<file path="config.mk">
export PLATFORM = sky130hd
export DESIGN_NAME = dlgc_top
export DESIGN_NICKNAME = d
export VERILOG_FILES = /design/src/dlgc_pkg.sv /design/src/dlgc_sync.sv /design/src/dlgc_top.sv
export SDC_FILE = /design/constraint.sdc
export NUM_CORES = 1
export LEC_CHECK = 0
export BUFFER_PORTS_ARGS = -buffer_cell sky130_fd_sc_hd__buf_2
export CAP_MARGIN = 10
export CORE_MARGIN = 8
export CORE_UTILIZATION = 57
export DETAILED_ROUTE_END_ITERATION = 10
export GPL_TIMING_DRIVEN = 0
export HOLD_SLACK_MARGIN = 0.08
export PLACE_DENSITY_LB_ADDON = 0.12
export SKIP_LAST_GASP = 1
export SLEW_MARGIN = 25
export SYNTH_ARGS = -nofsm -noshare
export SYNTH_HDL_FRONTEND = slang
export SYNTH_SLANG_ARGS = --single-unit
</file>
<file path="constraint.sdc">
create_clock -name CORE_CLK -period 1.7 [get_ports CORE_CLK]
set_input_delay 0.085 -clock CORE_CLK [delete_from_list [all_inputs] [get_ports CORE_CLK]]
set_output_delay 0.085 -clock CORE_CLK [all_outputs]
set_load 0.01 [all_outputs]
</file>
<file path="src/dlgc_pkg.sv">
package dlgc_pkg;
    // Frame layout
    localparam int FRAME_BITS     = 16;
    localparam int CNT_W          = 5;
    localparam int POS_IGNORE     = 15;
    localparam int POS_BUF        = 14;
    localparam int POS_GAIN       = 13;
    localparam int POS_ACTIVE     = 12;
    localparam int DATA_TOP       = 11;
    // Reset values of the configuration, and the bit count of a full frame
    localparam logic GAIN_N_RST   = 1'h0;
    localparam logic BUF_RST      = 1'h0;
    localparam logic ACTIVE_RST   = 1'h0;
    localparam logic [4:0] FRAME_CNT = 5'h10;
endpackage

</file>
<file path="src/dlgc_sync.sv">
`timescale 1ns/10ps
`default_nettype none
module dlgc_sync #(
    parameter int               WIDTH   = 4,
    parameter logic [WIDTH-1:0] RST_VAL = '0 // Level held while in reset
) (
    input  wire logic             clk,    // Sampling clock
    input  wire logic             rst,    // Synchronous reset
    input  wire logic [WIDTH-1:0] din,    // Asynchronous inputs
    output logic      [WIDTH-1:0] dout    // Synchronised inputs
);
    typedef struct packed {
        logic [WIDTH-1:0] meta;
        logic [WIDTH-1:0] sync;
    } dlgc_sync_t;

    dlgc_sync_t st;
    dlgc_sync_t next_st;

    // Two-stage chain; the first stage feeds only the second
    always_comb begin
        next_st      = st;
        next_st.meta = din;
        next_st.sync = st.meta;
    end

    // Stages start at the idle levels of the pins
    always_ff @(posedge clk) begin
        if (rst) begin
            st <= '{meta: RST_VAL, sync: RST_VAL};
        end else begin
            st <= next_st;
        end
    end

    assign dout = st.sync;
endmodule
`default_nettype wire

</file>
<file path="src/dlgc_top.sv">
`timescale 1ns/10ps
`default_nettype none
module dlgc_top #(
    parameter int CODE_W = 12
) (
    input  wire logic              CORE_CLK,     // 100 MHz clock
    input  wire logic              RST,          // Synchronous reset
    input  wire logic              CS_N,         // Chip select pin
    input  wire logic              SCK,          // Serial clock pin
    input  wire logic              SDI,          // Serial data pin
    input  wire logic              OUTPUT_LOAD_STROBE_N, // Load strobe
    output logic      [CODE_W-1:0] DAC_CODE,     // Converter code
    output logic                   GAIN_SELECT_N, // Gain, 0 is 2x
    output logic                   REF_BUFFERED, // Reference buffer on
    output logic                   OUT_ACTIVE,   // Output amp enabled
    output logic                   WORD_TAKEN    // Input reg loaded pulse
);
    typedef struct packed {
        logic                  cs_d;
        logic                  sck_d;
        logic [dlgc_pkg::CNT_W-1:0]      cnt;
        logic [dlgc_pkg::FRAME_BITS-1:0] shift;
        logic [CODE_W-1:0]     in_code;
        logic                  in_gain_n;
        logic                  in_buf;
        logic                  in_active;
        logic [CODE_W-1:0]     out_code;
        logic                  out_gain_n;
        logic                  out_buf;
        logic                  out_active;
        logic                  taken;
    } dlgc_state_t;

    dlgc_state_t st;
    dlgc_state_t next_st;
    // Synchronised pins and their idle levels, chip select and strobe high
    localparam int               PIN_N    = 4;
    localparam logic [PIN_N-1:0] PIN_IDLE = 4'h9;
    logic [PIN_N-1:0] pins_s;
    logic        cs_n_s;
    logic        sck_s;
    logic        sdi_s;
    logic        load_n_s;
    logic        sck_rise;
    logic        cs_rise;

    // Bring the pins into the core clock domain; the stages start at the
    // idle levels so that no false chip select edge follows reset
    dlgc_sync #(
        .WIDTH   (PIN_N),
        .RST_VAL (PIN_IDLE)
    ) u_sync (
        .clk  (CORE_CLK),
        .rst  (RST),
        .din  ({CS_N, SCK, SDI, OUTPUT_LOAD_STROBE_N}),
        .dout (pins_s)
    );

    assign cs_n_s   = pins_s[3];
    assign sck_s    = pins_s[2];
    assign sdi_s    = pins_s[1];
    assign load_n_s = pins_s[0];
    // Edge detection on the synchronised pins
    assign sck_rise = sck_s & ~st.sck_d & ~cs_n_s;
    assign cs_rise  = cs_n_s & ~st.cs_d;

    // A closing frame is taken only when complete and not marked ignore
    function automatic logic word_ok(
        input logic [dlgc_pkg::CNT_W-1:0]      cnt,
        input logic [dlgc_pkg::FRAME_BITS-1:0] word
    );
        return (cnt == dlgc_pkg::FRAME_CNT) &&
               !word[dlgc_pkg::POS_IGNORE];
    endfunction

    // Frame capture, input register and output register
    always_comb begin
        next_st       = st;
        next_st.cs_d  = cs_n_s;
        next_st.sck_d = sck_s;
        next_st.taken = 1'b0;
        if (sck_rise && st.cnt < dlgc_pkg::FRAME_CNT) begin
            next_st.shift = {st.shift[dlgc_pkg::FRAME_BITS-2:0],
                             sdi_s};
            next_st.cnt   = st.cnt + 5'h01;
        end
        if (cs_n_s && !cs_rise) begin
            next_st.cnt = '0;
        end
        if (cs_rise) begin
            next_st.cnt = '0;
            if (word_ok(st.cnt, st.shift)) begin
                next_st.in_code   = st.shift[dlgc_pkg::DATA_TOP -:
                                             CODE_W];
                next_st.in_gain_n = st.shift[dlgc_pkg::POS_GAIN];
                next_st.in_buf    = st.shift[dlgc_pkg::POS_BUF];
                next_st.in_active = st.shift[dlgc_pkg::POS_ACTIVE];
                next_st.taken     = 1'b1;
            end
        end
        // Transparent transfer while the strobe is low
        if (!load_n_s) begin
            next_st.out_code   = next_st.in_code;
            next_st.out_gain_n = next_st.in_gain_n;
            next_st.out_buf    = next_st.in_buf;
            next_st.out_active = next_st.in_active;
        end
    end

    // State register
    always_ff @(posedge CORE_CLK) begin
        if (RST) begin
            st            <= '{default: '0};
            st.cs_d       <= 1'b1;
            st.in_gain_n  <= dlgc_pkg::GAIN_N_RST;
            st.out_gain_n <= dlgc_pkg::GAIN_N_RST;
            st.in_buf     <= dlgc_pkg::BUF_RST;
            st.out_buf    <= dlgc_pkg::BUF_RST;
            st.in_active  <= dlgc_pkg::ACTIVE_RST;
            st.out_active <= dlgc_pkg::ACTIVE_RST;
        end else begin
            st <= next_st;
        end
    end

    // Outputs straight from flip-flops
    assign DAC_CODE      = st.out_code;
    assign GAIN_SELECT_N = st.out_gain_n;
    assign REF_BUFFERED  = st.out_buf;
    assign OUT_ACTIVE    = st.out_active;
    assign WORD_TAKEN    = st.taken;

    // Fields of the word held in the shifter, for the load checks
    logic [CODE_W-1:0] word_code;
    logic              word_gain_n;
    assign word_code   = st.shift[dlgc_pkg::DATA_TOP -: CODE_W];
    assign word_gain_n = st.shift[dlgc_pkg::POS_GAIN];
endmodule
`default_nettype wire

</file>
=== Yosys cells after proc, flatten, opt, wreduce, memory -nomap -nowiden ===
Cells that the tools add are included.

* Flip-flop bits (word level): 62
* Output and inout bits: 16

* Add/subtract/negate cells: 1
* Magnitude comparators: 1
* Eq/ne operators: 1
* Mux-type cells: 3
* Bitwise logic cells: 7
* Reduce and logical (&&, ||, !) cells: 7

{| class="wikitable"
|+ Operators by type and width
! kind !! number
|-
| $mux W15 || 2
|-
| $add A5 B1 Y5 const B || 1
|-
| $eq A5 B5 Y1 const B || 1
|-
| $lt A5 B5 Y1 const B || 1
|-
| $not A1 Y1 || 4
|-
| $and A1 B1 Y1 || 3
|-
| $logic_and A1 B1 Y1 || 3
|-
| $reduce_or A3 Y1 || 1
|-
| $logic_not A1 Y1 || 2
|-
| $reduce_or A2 Y1 || 1
|-
| $mux W1 || 1
|}

=== Depth between registers and ports, before layout ===
Gate-level depths: netlist (run 1).

* Word-level depth: 5
* Depth in mapped cells: 6
* Depth with buffers taken out: 5

=== Modules after synthesis ===
Synthesis (run 1) repeated with hierarchy kept, for this count alone.

* Cell total of the unflattened synthesis: 254
* Area, all modules: 2354.8 µm²

{| class="wikitable"
|+ Modules (own cells, without submodules)
! module !! instances !! cells an instance !! area each (µm²) !! seq. area each (µm²)
|-
| dlgc_top || 1 || 238 || 2144.6 || 1081.0
|-
| dlgc_sync || 1 || 16 || 210.2 || 160.2
|}

=== Worst setup path before layout (run 1) ===
OpenSTA, ideal clock, no wires.

* Kind: register to register
* Start point: register st[51] in the netlist's numbering
* End point: register st (netlist bit DAC_CODE[5])
* Library setup time: 137 ps
* Data arrival time: 1322 ps
* Setup slack: 241 ps
* Stages on the path, launching flop included: 6
* Path buffers: 2
* Period minus slack after synthesis: 1459 ps
* Path through: dfxtp_1 or3b_1 buf_2 clkbuf_1 o21ai_0 a31oi_1

* Cells in the longest elaborated chain, start to end: 4

{| class="wikitable"
|+ RTL lines
! what !! line !! text
|-
| start: declaration || dlgc_top.sv:34 || <nowiki>dlgc_state_t st;</nowiki>
|-
| start signal: assignment || dlgc_top.sv:122 || <nowiki>st <= next_st;</nowiki>
|-
| $eq A5 B5 Y1 || dlgc_top.sv:72 || <nowiki>return (cnt == dlgc_pkg::FRAME_CNT) &&</nowiki>
|-
| $logic_and A1 B1 Y1 || dlgc_top.sv:72 ||
|-
| $mux W15 || dlgc_top.sv:92 || <nowiki>if (word_ok(st.cnt, st.shift)) begin</nowiki>
|-
| $mux W15 || dlgc_top.sv:90 || <nowiki>if (cs_rise) begin</nowiki>
|}

No other way between the ends.
A chain may end at the register's enable or synchronous reset.

=== Final worst setup path (run 1) ===
* Start point: register st[47] in the netlist's numbering
* End point: register st (netlist bit DAC_CODE[6])

Same word-level chain as after synthesis.

==> flow_metrics.tcl, run 1 <==
set metrics [dict create \
    status "completed" \
    worstSetupPathType "flop to flop" \
    hold_violations 0 \
    gr-usage-met1_pct 20.6 \
    synthesis.nets 263 \
    core-area_mm2 0.00400 \
    io_buffer_count 21 \
    worstSetupEndpointType "flop" \
    grt_pass1_wl_um 8090 \
    p_per_area_mw_per_mm2 1100 \
    setup_viol 0 \
    initial_core_util_pct 58.9 \
    n_antenna_cell 0 \
    wire_per_inst_um 13.8 \
    maxSlewViolCount 0 \
    fmax_mhz 638 \
    cts-root-buf "clkbuf_8" \
    synth_seq_cells 62 \
    clk_latency_ns 0.33 \
    ant_nets 0 \
    cts_sinks 62 \
    crit_fanout 10 \
    yosys.area_share.simple_pct 18.2 \
    async_flop_share_pct 0 \
    worstHoldPathType "input pin to flop" \
    period_share_pct 92.2 \
    synth_top_area_cell "dfxtp_1" \
    cp_data_required_time_ns 1.97 \
    yosys-top-cells-area "dfxtp_1 (53%), a21oi_1 (7.4%), nand2_1 (5.7%)" \
    skew_ns 0.00853 \
    post_dp_cell_area_mm2 0.00252 \
    yosysWarnings 0 \
    synth_top_cells_by_count "dfxtp_1 (62), nand2_1 (36), a21oi_1 (35)" \
    synth_top_family_by_area "compound AO/OA/AOI/OAI gates" \
    startpoint_type "flop" \
    layoutNonFillerInstCount 345 \
    dp.cells 326 \
    synth_xor_area_share_pct 0 \
    crit_arrival_ns 1.83 \
    cts_buffer_depth 2 \
    netlist_instances 255 \
    overflow 0 \
    synth_edf_count 0 \
    grt_start_max_net_pins 11 \
    mappedNetlistArea_mm2 0.00236 \
    final_nets 299 \
    synth_mux_area_share_pct 0 \
    drt_iter0_drc 85 \
    synth_top_area_share_pct 52.7 \
    leakage_nw 1.08 \
    synth_ff_type "dfxtp_1" \
    total_power_mw 3.07 \
    crit_chain "inv_1 -> ha_1 -> and4bb_1 -> buf_2 -> nand4b_1 -> a31oi_1" \
    grt_pass1_vias 1766 \
    clk_pin_slew_worst_paths_ns 0.07 \
    worst_pin_slew_ns 0.557 \
    antenna_found_initial 0 \
    drv_cap 0 \
    ys_types 24 \
    min_period_ns 1.57 \
    fp.dieH_um 80.3 \
    wl_um 4750 \
    drive_gt1_share_pct 21.4 \
    synth-seq-area-share_pct 52.7 \
    cts_tree "done" \
    hpwl_um 3310 \
    fin_area_mm2 0.00280 \
    cts_made_buffers 9 \
    rsz0062_at_grt "no" \
    ir_worst_vdd_uv 740 \
    cts-htree-levels 3 \
    vias 1874 \
    reg2reg_slack_ns 0.13 \
    grt_usage_pct 16.2 \
    rows 23 \
    fin_ws_ns 0.133 \
    max_slew_margin_pct 62.7 \
    met2_usage_pct 24.3 \
    io_pins 22 \
    grt-busiest-layer "met2" \
    drc 0 \
    area_growth_pct 18.8 \
    synth_adder_area_share_pct 1.06 \
    first_pass_iters 4 \
    pre_cts_slack_ns -0.0238 \
    syn_avg_cell_area_um2 9.24 \
    post_cts_buffers 0 \
    synth-compound-area-share_pct 20.2 \
    crit_slowest_cell "dfxtp_1" \
    tns_ns 0 \
    synth_most_common_cell "dfxtp_1" \
    die_x_um 80.3 \
    dieArea_mm2 0.00645 \
    slowest_delay_ns 0.34 \
    viasPerCell 5.43 \
    grt_util_met3_pct 3.79 \
    gp_congestion 0.778 \
]
routing by layer:
metal / vias to the layer above / share of wire, %
met1: 869 / 47
met3: 11 / 4.9
li1: 963 / -
met5: - / 0
met2: 31 / 46
met4: 0 / 1.8
final timing paths:
path                           from        endpoint  cells past startpoint
hold reg to reg   u_sync.next_st[0]  u_sync.dout[0]                      1
setup reg to reg             st[47]     DAC_CODE[6]                      6
setup / recovery             st[47]     DAC_CODE[6]                      6
hold / removal                  RST          st[53]                      3
through the flow:
step	hold WS (ns)	util [%]
6_report	0.243	70.0
5_1_grt	0.312	70.0
4_1_cts	0.226	69.8
3_5_place_dp	0.270	63.1
3_3_place_gp	0.268	63.1
2_1_floorplan	0.189	-
kinds of logic (layout without fill, tap and decap cells):
kind of cell / after synthesis / after routing
AO/OA/AOI/OAI: 83 / 83
adder cells (fa/ha/maj): 2 / 2
buffers and inverters: 36 / 76
flip-flops: 62 / 62
AND/OR/NAND/NOR: 72 / 72
power breakdown:
part	internal, mW	leakage, nW	switching (mW)
sequential	1.48	0.504	0.0133
clock	0.898	0.109	0.541
combinational	0.0663	0.468	0.0685
registers in the layout, summed over array words and instances, names as in the netlist:
register        cells
DAC_CODE           12
GAIN_SELECT_N       1
OUT_ACTIVE          1
REF_BUFFERED        1
WORD_TAKEN          1
st                 38
u_sync.dout         4
u_sync.next_st      4
what timing repair did:
item	CTS	global route
hold buffers	4	0
hold endpoints to repair	4	0
setup endpoints to repair	18	18
resized for setup	3	13
pin swaps	0	0
layout make-up:
cell class,count,area [um2]
Sequential cell,62,1240
Clock buffer,12,155
Tap cell,50,62.6
Fill cell,330,1200
Multi-Input combinational cell,157,938
Buffer,31,169
Inverter,5,18.8
Clock inverter,3,67.6
Timing Repair Buffer,25,145
cells in the final DEF (no fill, tap or decap), drive strengths merged:
cell type / netlist / layout
dfxtp: 62 / 62
buf: 16 / 38
nand2: 36 / 36
a21oi: 35 / 35
clkbuf: 15 / 26
o21ai: 17 / 17
o21bai: 15 / 15
a31oi: 15 / 15
nand4b: 14 / 14
nor2b: 6 / 6
inv: 5 / 5
or2: 5 / 5
dlygate4sd3: 0 / 4
or3: 3 / 3
ha: 2 / 2
bufinv: 0 / 2
nand4bb: 1 / 1
or3b: 1 / 1
and4bb: 1 / 1
or4b: 1 / 1
nand3: 1 / 1
nor4b: 1 / 1
a41oi: 1 / 1
nor2: 1 / 1
nor3: 1 / 1
clkinvlp: 0 / 1
critical path: cells and delay by family, from the launching register on:
| family | cells | cell delay (ns) |
|---|---|---|
| DFF | 1 | 0.34 |
| and+or+nand+nor | 2 | 0.48 |
| buffers and inverters | 2 | 0.31 |
| AOI/OAI and AO/OA | 1 | 0.19 |
| adders and majority gates | 1 | 0.18 |
Note: power is estimated with default switching activity, not from simulation.
==> run 2, diff against run 1 <==
Settings changed: CORE_ASPECT_RATIO from default to 1.75.
==> run 2 against run 1 <==
Sequential power about the same. Critical endpoint is now DAC_CODE[9]. Clock skew down 0.0029 ns. Flip-flop and latch count unchanged. Largest cell class unchanged. Register-to-register slack worse by 0.06 ns.
==> flow_metrics.tcl, run 2 (synthesis gave the netlist of run 1 again) <==
set metrics [dict create \
    status "completed" \
    overflow 0 \
    clk_latency_ns 0.34 \
    wl_um 4830 \
    final_nets 300 \
    final_common_cell "dfxtp_1" \
    drv_cap 0 \
    core-area_mm2 0.00407 \
    rows 31 \
    antenna_found_initial 0 \
    min_period_ns 1.63 \
    worst_pin_slew_ns 0.569 \
    setup_viol 0 \
    vias 1864 \
    n_antenna_cell 0 \
    intPower_mw 2.41 \
    largest_register_ffs 38 \
    fillers 363 \
    crit_arrival_ns 1.83 \
    fin_ws_ns 0.0730 \
    combPwrFrac_pct 4.6 \
    cts_sinks 62 \
    startpoint_type "flop" \
    io_pins 22 \
    die_x_um 64.6 \
    fp.dieH_um 101 \
    rr_endpoint "DAC_CODE[9]" \
    hold_violations 0 \
    cts_buffer_depth 2 \
    grt_usage_pct 15.4 \
    drive_gt1_share_pct 21.5 \
    skew_ns 0.00560 \
    area_growth_pct 19.3 \
    leakage_nw 1.09 \
    maxSlewViolCount 0 \
    first_pass_iters 4 \
    pre_cts_slack_ns -0.0134 \
    p_per_area_mw_per_mm2 1080 \
    drc 0 \
    ir_worst_vdd_uv 1050 \
    ant_nets 0 \
    clk_pin_slew_worst_paths_ns 0.07 \
    dieArea_mm2 0.00653 \
    regMostFlops "st" \
    cp_data_required_time_ns 1.90 \
    final_cell_mix "dfxtp_1 (61), nand2_1 (36), a21oi_1 (35)" \
    period_share_pct 95.7 \
    layoutNonFillerInstCount 346 \
    max_slew_margin_pct 61.9 \
    cts-root-buf "clkbuf_8" \
    worstHoldPathType "input pin to flop" \
    power.share.sequential_pct 49.3 \
    drt_iter0_drc 18 \
    cp-endpoint "DAC_CODE[9]" \
    min_path_cells 3 \
    gp_congestion 0.808 \
    crit_fanout 10 \
    fin_area_mm2 0.00281 \
    viasPerCell 5.39 \
    hpwl_um 3480 \
    worstSetupEndpointType "flop" \
    reg2reg_slack_ns 0.07 \
    cts_tree "done" \
    grt_pass1_wl_um 7800 \
    reg2reg_depth 5 \
    wire_per_inst_um 14.0 \
    io_buffer_count 21 \
    switching_power_mw 0.619 \
    grt_start_max_net_pins 11 \
    worstSetupPathType "flop to flop" \
    grt_pass1_vias 1733 \
    clockPowerShare_pct 46.1 \
    worstReg2RegStart "st[51]" \
    cts_made_buffers 9 \
    initial_core_util_pct 57.8 \
    post_dp_cell_area_mm2 0.00252 \
    switching_share_pct 20.4 \
    cp-startpoint "st[51]" \
    cts-htree-levels 3 \
    fmax_mhz 615 \
    dp.cells 325 \
]
==> run 2: cell types whose count changed in the layout (fill, tap and decap cells not counted), sizes merged <==
cell | before | now
clkbuf | 26 | 28
clkinvlp | 1 | 0
buf | 38 | 37
clkinv | 0 | 2
==> run 2: per-layer routing <==
metal,global-route usage [%],vias to the layer above,part of all wire (%)
met5,0,-,0
met4,11.0,0,2.9
met3,4.34,12,4.3
met2,27.5,32,53
met1,14.4,858,40
li1,-,962,-
==> run 2: power groups by stage <==
stage | clock, mW | sequential [mW] | combinational (mW)
finish | 1.40 | 1.49 | 0.138
detailed placement | 0 | 1.53 | 0.131
global placement | 0 | 1.53 | 0.130
floorplan | 0 | 1.52 | 0.0867
global route | 1.48 | 1.50 | 0.155
CTS | 1.41 | 1.49 | 0.138
==> run 2: layout make-up <==
cell class | count | area (um2) | area share, %
clock inverters | 4 | 70.1 | 2.49
flip-flops and latches | 62 | 1240 | 44.2
repair buffers | 26 | 153 | 5.43
plain buffers | 31 | 174 | 6.19
multi-input cells | 157 | 946 | 33.7
inverters | 5 | 18.8 | 0.668
clock buffers | 12 | 145 | 5.16
well taps | 49 | 61.3 | 2.18
==> run 2: worst max-delay path, stage by stage, from the launching register on <==
cell      delay, ns
dfxtp_2        0.40
or3b_1         0.36
buf_2          0.17
clkbuf_2       0.20
o21ai_0        0.25
a31oi_1        0.11
==> run 2: timing repair <==
item	4_1_cts	5_1_grt
hold buffers	4	0
pin swaps	0	0
buffers inserted	0	1
resized for setup	3	12
endpoints found under the hold margin	4	0
endpoints found under the setup margin	18	19
==> run 2: metrics by stage <==
step / hold slack (ns) / TNS (ns) / power, mW / utilization (%)
3_5_place_dp: 0.271 / -0.0267 / 1.66 / 61.9
4_1_cts: 0.247 / 0 / 3.04 / 68.3
5_1_grt: 0.279 / -0.0256 / 3.13 / 69.0
6_report: 0.241 / 0 / 3.03 / 69.0
3_3_place_gp: 0.267 / -0.0406 / 1.66 / 61.9
2_1_floorplan: 0.189 / 0 / 1.61 / -
==> run 2: worst min-delay path by stage <==
stage                               startpoint           endpoint
after floorplan           OUTPUT_LOAD_STROBE_N  u_sync.next_st[0]
after detailed placement  OUTPUT_LOAD_STROBE_N  u_sync.next_st[0]
after global routing                       RST             st[53]
final                                      RST             st[53]
after global placement    OUTPUT_LOAD_STROBE_N  u_sync.next_st[0]
after CTS                                  RST             st[53]
==> run 3, diff against run 2 <==
==> constraint.sdc (replaced) <==
create_clock -name CORE_CLK -period 1.7 [get_ports CORE_CLK]
set_input_delay 0.34 -clock CORE_CLK [delete_from_list [all_inputs] [get_ports CORE_CLK]]
set_output_delay 0.34 -clock CORE_CLK [all_outputs]
set_load 0.01 [all_outputs]
==> run 3 against run 2 <==
Maximum frequency hardly changed. Core utilization shrank 0.98 points. Via count down 0.38%. Non-clock buffer count down 4. Cell count shrank 1.2%. Setup slack hardly changed. Register-to-register slack about the same. Count of clock-buffer cells in the layout stayed put. Wire length decreased by 0.60%. Cell area fell by 1.4%. Critical endpoint unchanged. Die area unchanged. Sequential share of layout area rose by 0.64 points.
==> flow_metrics.tcl, run 3 (synthesis gave the netlist of run 1 again) <==
set metrics [dict create \
    first_pass_iters 4 \
    period_share_pct 95.7 \
    leakage_nw 1.07 \
    max_slew_margin_pct 61.9 \
    die_x_um 64.6 \
    path_buf_inv 2 \
    final_common_cell "dfxtp_1" \
    setup_viol 0 \
    fin_ws_ns 0.0728 \
    rows 31 \
    largest_register_ffs 38 \
    clk_latency_ns 0.34 \
    crit_slowest_cell "dfxtp_2" \
    vias 1857 \
    cts_tree "done" \
    dieArea_mm2 0.00653 \
    cts_buffer_depth 2 \
    hpwl_um 3480 \
    io_buffer_count 21 \
    cp_data_required_time_ns 1.90 \
    io_pins 22 \
    worst_pin_slew_ns 0.569 \
    crit_fanout 10 \
    ff_latch_area_mm2 0.00124 \
    drv_cap 0 \
    worstHoldPathType "input pin to flop" \
    grt_usage_pct 15.3 \
    final_nets 296 \
    viasPerCell 5.43 \
    clk_pin_slew_worst_paths_ns 0.07 \
    gp_congestion 0.808 \
    grt_pass1_wl_um 7740 \
    drive_gt1_share_pct 21.8 \
    drt_iter0_drc 19 \
    maxSlewViolCount 0 \
    cts_made_buffers 9 \
    skew_ns 0.00560 \
    status "completed" \
    drc 0 \
    cts-root-buf "clkbuf_8" \
    crit_arrival_ns 1.83 \
    crit_chain "or3b_1 -> buf_2 -> clkbuf_2 -> o21ai_0 -> a31oi_1" \
    fin_area_mm2 0.00277 \
    n_antenna_cell 0 \
    wire_per_inst_um 14.0 \
    antenna_found_initial 0 \
    ant_nets 0 \
    wl_um 4800 \
    fillers 367 \
    cts_sinks 62 \
    hold_violations 0 \
    final_util_pct 68.0 \
    initial_core_util_pct 57.8 \
    grt_pass1_vias 1721 \
    startpoint_type "flop" \
    cts-htree-levels 3 \
    cpLargestDelayFamily "flip-flops" \
    pre_cts_slack_ns -0.0134 \
    worstSetupEndpointType "flop" \
    core-area_mm2 0.00407 \
    slowest_delay_ns 0.40 \
    min_period_ns 1.63 \
    grt_start_max_net_pins 11 \
    ir_worst_vdd_uv 1050 \
    final_cell_mix "dfxtp_1 (61), nand2_1 (36), a21oi_1 (35)" \
    area_growth_pct 17.6 \
    fmax_mhz 615 \
    post_dp_cell_area_mm2 0.00252 \
    fp.dieH_um 101 \
    p_per_area_mw_per_mm2 1090 \
    worstSetupPathType "flop to flop" \
    overflow 0 \
    multiInputGateArea_um2 946 \
    regMostFlops "st" \
]
==> run 3: path summary, 6_finish.rpt <==
path / from / end / slack [ns] / depth (start not counted)
worst max-delay path: st[51] / DAC_CODE[9] / 0.07 / 5
worst min-delay path: OUTPUT_LOAD_STROBE_N / u_sync.next_st[0] / 0.18 / 2
worst max register to register: st[51] / DAC_CODE[9] / 0.07 / 5
worst min register to register: u_sync.next_st[0] / u_sync.dout[0] / 0.41 / 1
==> run 3: where the power goes <==
group | internal [mW] | switching (mW)
combinational | 0.0624 | 0.0688
sequential | 1.48 | 0.0141
clock | 0.861 | 0.535
total | 2.40 | 0.618
==> run 3: what timing repair did <==
action,4_1_cts,5_1_grt
hold endpoints to repair,0,0
endpoints found under the setup margin,18,19
hold buffers,0,0
setup buffers,0,1
resized for setup,3,12
==> run 3: final cells by class <==
class | instances | area share (%)
sequential | 62 | 44.9
multi-input combinational | 157 | 34.1
buffer | 31 | 6.28
clock buffer | 12 | 5.24
timing repair buffer | 22 | 4.07
clock inverter | 4 | 2.53
tap | 49 | 2.21
inverter | 5 | 0.678
==> run 3: per-stage QoR <==
stage	power (mW)	cells	setup TNS, ns	hold WS, ns
2_1_floorplan	1.61	255	0	0.389
3_3_place_gp	1.66	325	-0.0406	0.391
3_5_place_dp	1.66	325	-0.0267	0.396
4_1_cts	3.04	341	0	0.169
5_1_grt	3.12	342	-0.0256	0.165
6_report	3.02	342	0	0.182
==> run 3: layer usage <==
layer	part of all wire (%)	up-vias	GRT usage [%]
met5	0	-	0
met1	40	856	14.2
li1	-	954	-
met2	53	35	27.5
met4	2.9	0	11.0
met3	4.4	12	4.34
